--- config.mk ---
export PLATFORM = sky130hd
export DESIGN_NAME = accumulator_memory_op_datapath
export DESIGN_NICKNAME = d
export VERILOG_FILES = /design/src/logic/accum_memop_pkg.sv /design/src/logic/accum_memop_alu.sv /design/src/logic/accumulator_memory_op_datapath.sv
export SDC_FILE = /design/constraint.sdc
export NUM_CORES = 1
export LEC_CHECK = 0
export BUFFER_PORTS_ARGS = -buffer_cell sky130_fd_sc_hd__clkbuf_2
export CAP_MARGIN = 30
export CORE_ASPECT_RATIO = 0.9
export CORE_MARGIN = 10
export CORE_UTILIZATION = 54
export DETAILED_ROUTE_END_ITERATION = 8
export HOLD_SLACK_MARGIN = 0.12
export PLACE_DENSITY = 0.79
export SYNTH_ARGS = -nofsm -noshare
export SYNTH_HDL_FRONTEND = slang
export SYNTH_SLANG_ARGS = --single-unit
--- constraint.sdc ---
create_clock -name CLOCK -period 3.88 [get_ports CLOCK]
set_input_delay 0.776 -clock CLOCK [delete_from_list [all_inputs] [get_ports CLOCK]]
set_output_delay 0.776 -clock CLOCK [all_outputs]
set_load 0.02 [all_outputs]
--- src/logic/accum_memop_pkg.sv ---
// Constants, opcode groups and carrier types for the memory-reference execution datapath.
// Assumes a 16-bit word machine whose opcode group sits in instruction bits 15..11.
package accum_memop_pkg;

   // ----------------------------------------------------------------
   // Word and opcode layout
   // ----------------------------------------------------------------
   localparam int WORD_W = 16;
   localparam int BYTE_W = 8;
   localparam int OPC_HI = 15;
   localparam int OPC_LO = 11;
   localparam int OPC_W = OPC_HI - OPC_LO + 1;
   localparam logic [15:0] WORD_ZERO = 16'h0000;
   localparam logic [7:0] BYTE_ZERO = 8'h00;

   // Opcode groups, each one covers eight consecutive high-byte codes
   typedef enum logic [4:0] {
      OP_ADD = 5'h0C,           // 60XX..67XX
      OP_SUB = 5'h0D,           // 68XX..6FXX
      OP_XOR = 5'h0E,           // 70XX..77XX
      OP_AND = 5'h0F,           // 78XX..7FXX
      OP_RADD = 5'h10,          // 80XX..87XX
      OP_RADD1 = 5'h11,         // 88XX..8FXX
      OP_RLBYTE = 5'h12,        // 90XX..97XX
      OP_RRBYTE = 5'h13,        // 98XX..9FXX
      OP_STORE = 5'h14,         // A0XX..A7XX
      OP_STZERO = 5'h15,        // A8XX..AFXX
      OP_DLOAD = 5'h16          // B0XX..B7XX
   } opgroup_t;

   // ----------------------------------------------------------------
   // Major cycles and timing chain
   // ----------------------------------------------------------------
   typedef enum logic [1:0] {
      next_instruction_cycle = 2'b00,
      operand_read_cycle = 2'b01,
      memory_write_cycle = 2'b10
   } cycle_t;

   localparam int STEP_W = 4;
   localparam logic [3:0] STEP_T00 = 4'h0;
   localparam logic [3:0] STEP_T01 = 4'h1;
   localparam logic [3:0] STEP_MEM = 4'h2;
   localparam logic [3:0] STEP_T09 = 4'h9;

   // ----------------------------------------------------------------
   // Carriers
   // ----------------------------------------------------------------
   typedef struct packed {
      logic accum_to_adder_gate;
      logic operand_high_byte_gate;
      logic operand_low_byte_gate;
      logic operand_invert_gate;
      logic adder_carry_in;
      logic sum_result_select;
      logic xor_result_select;
      logic and_result_select;
      logic shift_right_eight_cmd;
      logic rotate_mode_ctl;
      logic shifter_high_half_select;
      logic shifter_low_half_select;
   } gate_ctl_t;

   typedef struct packed {
      logic write;
      logic [15:0] addr;
      logic [15:0] wdata;
   } mem_cmd_t;

endpackage

--- src/logic/accum_memop_alu.sv ---
// Shared adder, logic unit and byte shift network feeding the result bus.
// Assumes gate controls are decoded by the sequencer and stable for the whole cycle.
`timescale 1ns/1ps
module accum_memop_alu (
   input wire logic [15:0] ACCUM,
   input wire logic [15:0] OPERAND,
   input wire accum_memop_pkg::gate_ctl_t CTL,
   output logic [15:0] RESULT,
   output logic CARRY_OUT
);
   import accum_memop_pkg::*;

   wire [15:0] in_a;
   wire [15:0] in_b_raw;
   wire [15:0] in_b;
   wire [16:0] sum;
   wire [15:0] logic_bus;
   wire [15:0] shifted;
   wire [15:0] shift_bus;

   // ------------------------------------------------------------
   // Adder inputs
   // ------------------------------------------------------------
   // Accumulator gate onto the first input
   assign in_a = CTL.accum_to_adder_gate ? ACCUM : WORD_ZERO;
   // Byte gates zero-fill whichever half is not passed
   assign in_b_raw = {CTL.operand_high_byte_gate ? OPERAND[15:8] : BYTE_ZERO,
                      CTL.operand_low_byte_gate ? OPERAND[7:0] : BYTE_ZERO};
   // Ones complement for subtract, completed by forced carry
   assign in_b = CTL.operand_invert_gate ? ~OPERAND : in_b_raw;
   // Sum wraps at 16 bits, bit 16 is the end carry
   assign sum = {1'b0, in_a} + {1'b0, in_b} + {16'h0000, CTL.adder_carry_in};
   assign CARRY_OUT = sum[16];

   // ------------------------------------------------------------
   // Result bus selection and shift network
   // ------------------------------------------------------------
   // One of sum, xor or and drives the first result path
   assign logic_bus = CTL.sum_result_select ? sum[15:0] :
                      CTL.xor_result_select ? (in_a ^ in_b) :
                      CTL.and_result_select ? (in_a & in_b) : WORD_ZERO;
   // Right eight, end-around in rotate mode, else zero-filled
   assign shifted = !CTL.shift_right_eight_cmd ? ACCUM :
                    CTL.rotate_mode_ctl ? {ACCUM[7:0], ACCUM[15:8]} : {BYTE_ZERO, ACCUM[15:8]};
   // Half selects merge shifter bytes with the adder byte
   assign shift_bus = {CTL.shifter_high_half_select ? shifted[15:8] : BYTE_ZERO,
                       CTL.shifter_low_half_select ? shifted[7:0] : BYTE_ZERO};
   assign RESULT = logic_bus | shift_bus;

endmodule

--- src/logic/accumulator_memory_op_datapath.sv ---
// Execution datapath for memory-reference instructions 60XX..B7XX.
// Assumes the execution address is already formed when START is raised, and that
// memory answers a request held on MEM_REQ with a one-cycle MEM_ACK.
`timescale 1ns/1ps

// Contract
// - Add operand to accumulator, load at T00
// - Subtract via inverted operand plus forced carry
// - Arithmetic ops clock end carry at T00
// - XOR result loads accumulator at T00
// - AND result loads accumulator at T00
// - Replace add stores sum back to memory
// - Read-modify-write ops enter a store cycle
// - Store after read keeps memory address
// - Replace add one stores operand plus one
// - Left byte: accum low high, operand low
// - Right byte: operand high, accum low kept
// - Ungated operand byte is zero-filled
// - Store writes accumulator, accumulator unchanged
// - Store zeros writes all-zero word
// - Destructive load takes operand, writes zero
// - Unselected coupler path sends accumulator out
module accumulator_memory_op_datapath (
   input wire logic CLOCK,
   input wire logic RSTN,
   input wire logic START,
   input wire logic [15:0] INSTR,
   input wire logic [15:0] EXEC_ADDR,
   input wire logic MEM_ACK,
   input wire logic [15:0] MEM_RDATA,
   input wire logic COUPLER_SEL,
   input wire logic [15:0] COUPLER_WORD,
   output logic MEM_REQ,
   output accum_memop_pkg::mem_cmd_t MEM_CMD,
   output logic BUSY,
   output logic DONE,
   output accum_memop_pkg::cycle_t CYCLE,
   output logic [15:0] ACCUM,
   output logic END_CARRY
);
   import accum_memop_pkg::*;

   // ------------------------------------------------------------
   // Decode helpers
   // ------------------------------------------------------------
   // Groups that pass through a store cycle after reading
   function automatic logic is_rmw(input logic [4:0] g);
      is_rmw = (g == OP_RADD) || (g == OP_RADD1) || (g == OP_RLBYTE) ||
               (g == OP_RRBYTE) || (g == OP_DLOAD);
   endfunction

   // Groups that skip the operand read
   function automatic logic is_store_only(input logic [4:0] g);
      is_store_only = (g == OP_STORE) || (g == OP_STZERO);
   endfunction

   // Groups whose result reaches the adder end carry
   function automatic logic is_arith(input logic [4:0] g);
      is_arith = (g == OP_ADD) || (g == OP_SUB) || (g == OP_RADD) || (g == OP_RADD1);
   endfunction

   cycle_t cycle;
   logic [3:0] step;
   logic [4:0] opgroup;
   logic [15:0] operand;
   logic [15:0] mem_addr;
   logic [15:0] wdata;
   logic mem_write;
   logic done;
   logic end_carry;
   logic [15:0] accum;

   wire [4:0] start_group;
   wire start_known;
   wire start_ok;
   wire idle;
   wire at_mem;
   wire at_t00;
   wire step_hold;
   wire [3:0] next_step;
   wire read_modify_write_decode;
   wire accum_load_strobe;
   wire mem_address_load_strobe;
   wire zero_write_select;
   wire coupler_word_to_write_bus;
   wire carry_strobe;
   wire rop_end;
   wire sto_end;
   wire [15:0] write_bus;
   wire [15:0] result;
   wire alu_carry;
   // Net, so each gate field may have its own continuous driver
   wire gate_ctl_t ctl;

   // ------------------------------------------------------------
   // Request decode
   // ------------------------------------------------------------
   // Only groups 60..B7 are taken, others are ignored
   assign start_group = INSTR[OPC_HI:OPC_LO];
   assign start_known = (start_group >= OP_ADD) && (start_group <= OP_DLOAD);
   assign idle = (cycle == next_instruction_cycle);
   assign start_ok = START && idle && start_known;
   // Address is loaded only when a new instruction starts
   assign mem_address_load_strobe = start_ok;

   // ------------------------------------------------------------
   // Timing chain
   // ------------------------------------------------------------
   // Chain stops at the memory step until memory answers
   assign at_mem = !idle && (step == STEP_MEM);
   assign at_t00 = !idle && (step == STEP_T00);
   assign step_hold = at_mem && !MEM_ACK;
   assign next_step = (step == STEP_T09) ? STEP_T00 : step + 4'h1;
   assign rop_end = at_t00 && (cycle == operand_read_cycle);
   assign sto_end = at_t00 && (cycle == memory_write_cycle);
   assign read_modify_write_decode = is_rmw(opgroup);

   // ------------------------------------------------------------
   // Gate controls for the adder and shift network
   // ------------------------------------------------------------
   // Full operand for add, sub-free ops and destructive load
   assign ctl.operand_high_byte_gate = (opgroup != OP_RLBYTE);
   // Only the low byte for replace leftmost byte
   assign ctl.operand_low_byte_gate = (opgroup != OP_RRBYTE);
   assign ctl.operand_invert_gate = (opgroup == OP_SUB);
   // Forced carry for subtract and increment
   assign ctl.adder_carry_in = (opgroup == OP_SUB) || (opgroup == OP_RADD1);
   assign ctl.accum_to_adder_gate = (opgroup == OP_ADD) || (opgroup == OP_SUB) ||
                                    (opgroup == OP_XOR) || (opgroup == OP_AND) ||
                                    (opgroup == OP_RADD);
   assign ctl.xor_result_select = (opgroup == OP_XOR);
   assign ctl.and_result_select = (opgroup == OP_AND);
   assign ctl.sum_result_select = !ctl.xor_result_select && !ctl.and_result_select;
   // End-around right eight of the accumulator
   assign ctl.shift_right_eight_cmd = (opgroup == OP_RLBYTE);
   assign ctl.rotate_mode_ctl = (opgroup == OP_RLBYTE);
   assign ctl.shifter_high_half_select = (opgroup == OP_RLBYTE);
   assign ctl.shifter_low_half_select = (opgroup == OP_RRBYTE);

   accum_memop_alu u_alu (
      .ACCUM(accum),
      .OPERAND(operand),
      .CTL(ctl),
      .RESULT(result),
      .CARRY_OUT(alu_carry)
   );

   // ------------------------------------------------------------
   // Strobes at T00 and memory write path
   // ------------------------------------------------------------
   // Every read group loads the accumulator at the end of its read
   assign accum_load_strobe = rop_end;
   assign carry_strobe = rop_end && is_arith(opgroup);
   // Zero word for store zeros and destructive load
   assign zero_write_select = (opgroup == OP_STZERO) || (opgroup == OP_DLOAD);
   assign coupler_word_to_write_bus = COUPLER_SEL;
   // Accumulator reaches memory unless zero or coupler is chosen
   assign write_bus = zero_write_select ? WORD_ZERO :
                      coupler_word_to_write_bus ? COUPLER_WORD : accum;

   // Major cycle sequencer
   always_ff @(posedge CLOCK or negedge RSTN) begin
      if (!RSTN) begin
         cycle <= next_instruction_cycle;
         step <= STEP_T00;
      end else if (start_ok) begin
         // Store groups go straight to the store cycle
         cycle <= is_store_only(start_group) ? memory_write_cycle : operand_read_cycle;
         step <= STEP_T01;
      end else if (!idle && !step_hold) begin
         step <= next_step;
         unique case (cycle)
            operand_read_cycle: begin
               // Read-modify-write enters a store instead of ending
               if (at_t00) begin
                  cycle <= read_modify_write_decode ? memory_write_cycle : next_instruction_cycle;
                  step <= read_modify_write_decode ? STEP_T01 : STEP_T00;
               end
            end
            memory_write_cycle: begin
               if (at_t00) begin
                  cycle <= next_instruction_cycle;
               end
            end
            next_instruction_cycle: begin
               step <= STEP_T00;
            end
            default: begin
               cycle <= next_instruction_cycle;
               step <= STEP_T00;
            end
         endcase
      end
   end

   // Instruction group and execution address hold
   always_ff @(posedge CLOCK or negedge RSTN) begin
      if (!RSTN) begin
         opgroup <= OP_ADD;
         mem_addr <= WORD_ZERO;
      end else if (mem_address_load_strobe) begin
         opgroup <= start_group;
         mem_addr <= EXEC_ADDR;
      end
   end

   // Operand capture from memory
   always_ff @(posedge CLOCK or negedge RSTN) begin
      if (!RSTN) begin
         operand <= WORD_ZERO;
      end else if (at_mem && MEM_ACK && (cycle == operand_read_cycle)) begin
         operand <= MEM_RDATA;
      end
   end

   // Accumulator and end carry, both clocked at T00 of the read
   always_ff @(posedge CLOCK or negedge RSTN) begin
      if (!RSTN) begin
         accum <= WORD_ZERO;
         end_carry <= 1'b0;
      end else begin
         if (accum_load_strobe) begin
            accum <= result;
         end
         if (carry_strobe) begin
            end_carry <= alu_carry;
         end
      end
   end

   // Write word and direction captured at T01 of every read or store cycle
   always_ff @(posedge CLOCK or negedge RSTN) begin
      if (!RSTN) begin
         wdata <= WORD_ZERO;
         mem_write <= 1'b0;
      end else if (!idle && (step == STEP_T01)) begin
         wdata <= write_bus;
         mem_write <= (cycle == memory_write_cycle);
      end
   end

   // Completion pulse as control returns to the next instruction
   always_ff @(posedge CLOCK or negedge RSTN) begin
      if (!RSTN) begin
         done <= 1'b0;
      end else begin
         done <= (rop_end && !read_modify_write_decode) || sto_end;
      end
   end

   // ------------------------------------------------------------
   // Outputs
   // ------------------------------------------------------------
   assign MEM_REQ = at_mem;
   // One driver for the whole command word, direction in the top bit
   assign MEM_CMD = mem_cmd_t'({mem_write, mem_addr, wdata});
   assign BUSY = !idle;
   assign DONE = done;
   assign CYCLE = cycle;
   assign ACCUM = accum;
   assign END_CARRY = end_carry;

endmodule
==> impl_metrics.py <==
metrics = {
    "outcome": {
        "status": "complete, no violations",
    },
    "grt": {
        "grt_usage": 0.207,
        "grt_pass1_vias": 4335,
        "grt-ovfl-total": 0,
        "antenna_found_initial": 0,
        "grt_pass1_wl_um": 22200,
        "grt_max_degree": 79,
    },
    "route": {
        "drtPass1Iterations": 5,
        "drc": 0,
        "drt_iter0_drc": 326,
        "final_antenna_net_count": 0,
        "wl_per_cell_um": 18.6,
        "viasPerCell": 5.97,
        "drt-total-wl_um": 13900,
        "vias": 4460,
    },
    "timing": {
        "whs_ps": 200,
        "finalCritPeriodShare": 0.903,
        "worstMarginPinSlew_ps": 834,
        "max_freq_ghz": 0.285,
        "hold_viol": 0,
        "fin_setup_tns_ps": 0,
        "finClkSkew_ps": 14.0,
        "layout_min_cycle_time_ps": 3500,
        "rsz0062_at_grt": "no",
        "slew_headroom": 0.442,
        "setup_viol": 0,
        "slew_violations": 0,
    },
    "floorplanning": {
        "dieArea_um2": 13200,
        "io_pins": 124,
        "die_w_um": 120,
        "core_um2": 8690,
        "start_util": 0.560,
        "row_count": 32,
        "die_y_um": 110,
    },
    "pwr": {
        "p_switching_mw": 1.90,
        "p_leak_nw": 2.84,
        "power_frac_clock": 0.174,
        "p_total_mw": 4.14,
        "p_int_mw": 2.24,
        "switching_share": 0.459,
        "power_density_nw_per_um2": 715,
        "vdd_drop_max_uv": 329,
        "combPwrFrac": 0.481,
        "power.share.sequential": 0.345,
    },
    "worst_setup_path": {
        "worst-path-buf-inv": 1,
        "cp-end-kind": "flip-flop",
        "cp-start-kind": "flip-flop",
        "crit_type": "reg -> reg",
        "path_max_fanout": 8,
        "crit_path_top_delay_cell": "dfstp_2",
        "crit_chain": "and4bb_2, o21ai_1, nand2_1, o21ai_0, inv_1, fa_1, fa_1, nor2b_1, o21ai_2, a21oi_1, o211ai_1, and3_1, nor3_1",
        "worst_path_largest_cell_delay_ps": 610,
        "critPathTopFamily": "simple AND/OR/NAND/NOR gates",
        "cpMostUsedCell": "fa_1",
        "cp.arrival_ps": 3780,
        "cp.required_ps": 4150,
    },
    "synth": {
        "synth_xor_area_frac": 0.00360,
        "postSynthAreaPerCell_um2": 9.47,
        "synth_warnings": 0,
        "synth_seq_area_share": 0.401,
        "synth-edff-count": 0,
        "muxShareOfSynthArea": 0.127,
        "synth_flop_cell": "dfrtp_1",
        "synth_seq_cells": 78,
        "synth_nets": 604,
        "synth-simple-area-share": 0.164,
        "synthCells": 514,
        "yosysUniqueCellTypes": 67,
        "synth_fa_ha_area_frac": 0.0571,
        "synth_top_family_by_area": "compound AO/OA/AOI/OAI gates",
        "postSynth.asyncResetShare": 1.00,
        "synth_compound_area_frac": 0.213,
        "syn_area_um2": 4870,
    },
    "cts": {
        "ctsHoldBuffers": 0,
        "clk_pin_slew_worst_paths_ps": 90,
        "postCtsSetupBuffers": 0,
        "root_buffer": "clkbuf_8",
        "cts_htree_levels": 3,
        "tritoncts": "done",
        "clock_latency_ps": 370,
        "clock-sinks": 78,
        "clock_path_buffers": 2,
        "cts_inserted_buffers": 9,
        "cts-resized-gates": 0,
    },
    "flow_run": {
        "maxCapViolations": 0,
    },
    "cells_and_area": {
        "stdcell_area_um2": 5790,
        "n_antenna_cell": 0,
        "area_growth_pct": 18.9,
        "finish.utilization": 0.666,
        "layout.nets": 713,
        "drive_above_1_share": 0.272,
    },
    "placed_design": {
        "gp_routability_congestion": 0.894,
        "dp_hpwl_um": 10600,
        "io_buffers": 112,
        "placed_cell_area_um2": 5530,
    },
    "hold_path": {
        "min_path_type": "in -> async",
    },
}
## metrics by stage
stage	setup slack, ps	cells
finish	376	747
global route	139	747
CTS	427	746
detailed placement	470	730
global placement	525	730
floorplan	478	514
## metal layers
layer | GRT usage | part of all wire | vias to the layer above
li1 | - | - | 2088
met1 | 0.268 | 0.45 | 2139
met2 | 0.333 | 0.45 | 210
met3 | 0.0569 | 0.087 | 23
met4 | 0.0611 | 0.015 | 0
met5 | 0 | 0 | -
## power groups by stage
| stage | registers [mW] | logic (mW) | clock network [mW] |
|---|---|---|---|
| finish | 1.43 | 1.99 | 0.719 |
| global route | 1.47 | 2.19 | 0.763 |
| CTS | 1.42 | 1.99 | 0.730 |
| detailed placement | 1.44 | 1.98 | 0 |
| global placement | 1.41 | 1.94 | 0 |
| floorplan | 1.61 | 1.11 | 0 |
## logic make-up after synthesis
kind of cell,Yosys count
AOI/OAI and AO/OA,158
xor gates and xnor gates,2
adders and majority gates,21
buffers and inverters,38
DFF,78
muxes,57
and+or+nand+nor,160
## state kept, by name, indices dropped and copies added (netlist names)
signal / count
mem_addr: 16
step: 4
END_CARRY: 1
opgroup: 5
operand: 16
CYCLE: 2
ACCUM: 16
wdata: 16
mem_write: 1
DONE: 1
## cells in the mapped netlist (all sizes together) (2+ instances only)
cell	count	area [µm²]
dfrtp	76	1900
o21ai	66	334
nand2	63	236
mux2	38	428
nor2	30	115
a21oi	29	168
ha	19	238
mux2i	19	190
nor2b	18	113
buf	14	78.8
inv	14	52.6
a21o	13	97.6
nor3	12	75.1
clkbuf	10	37.5
nand3	10	60.1
a31oi	7	43.8
a31o	6	52.6
and3	6	37.5
o211ai	5	37.5
and2	4	27.5
nand4	4	25.0
a211oi	3	35.0
a221oi	3	26.3
a22o	3	26.3
a22oi	3	22.5
nand2b	3	18.8
o31ai	3	27.5
a21boi	2	18.8
a221o	2	20.0
a222oi	2	20.0
dfstp	2	52.6
fa	2	40.0
nor4b	2	17.5
o211a	2	20.0
or3	2	12.5
## final cells by class
class	count	area, µm²
inverter	14	52.6
fill	747	2900
timing repair buffer	122	658
tap	119	149
multi-input combinational	398	2750
clock buffer	9	124
clock inverter	7	105
sequential	78	1950
## cell usage in the layout, fill, tap and decap left out, types with 13 or more instances in the layout
cell and instances:
o21ai_0 55, clkbuf_2 111, mux2i_1 19, nor2_1 29, inv_1 14, nand2_1 63
nor2b_1 18, mux2_1 28, a21o_1 13, ha_1 19, dfrtp_1 76, a21oi_1 25
## worst paths after layout
check | endpoint | slack (ps) | depth (start not counted) | startpoint
hold / removal | wdata[7]$_DFFE_PN0P_ | 200 | 1 | RSTN
max in group asynchronous | opgroup[3]$_DFFE_PN1P_ | 3100 | 2 | RSTN
setup reg to reg | ACCUM[14]$_DFFE_PN0P_ | 380 | 13 | opgroup[2]$_DFFE_PN1P_
min in group CLOCK | wdata[3]$_DFFE_PN0P_ | 490 | 2 | wdata[3]$_DFFE_PN0P_
hold reg to reg | wdata[3]$_DFFE_PN0P_ | 490 | 2 | wdata[3]$_DFFE_PN0P_
setup / recovery | ACCUM[14]$_DFFE_PN0P_ | 380 | 13 | opgroup[2]$_DFFE_PN1P_
Note: power is estimated with default switching activity, not from simulation.
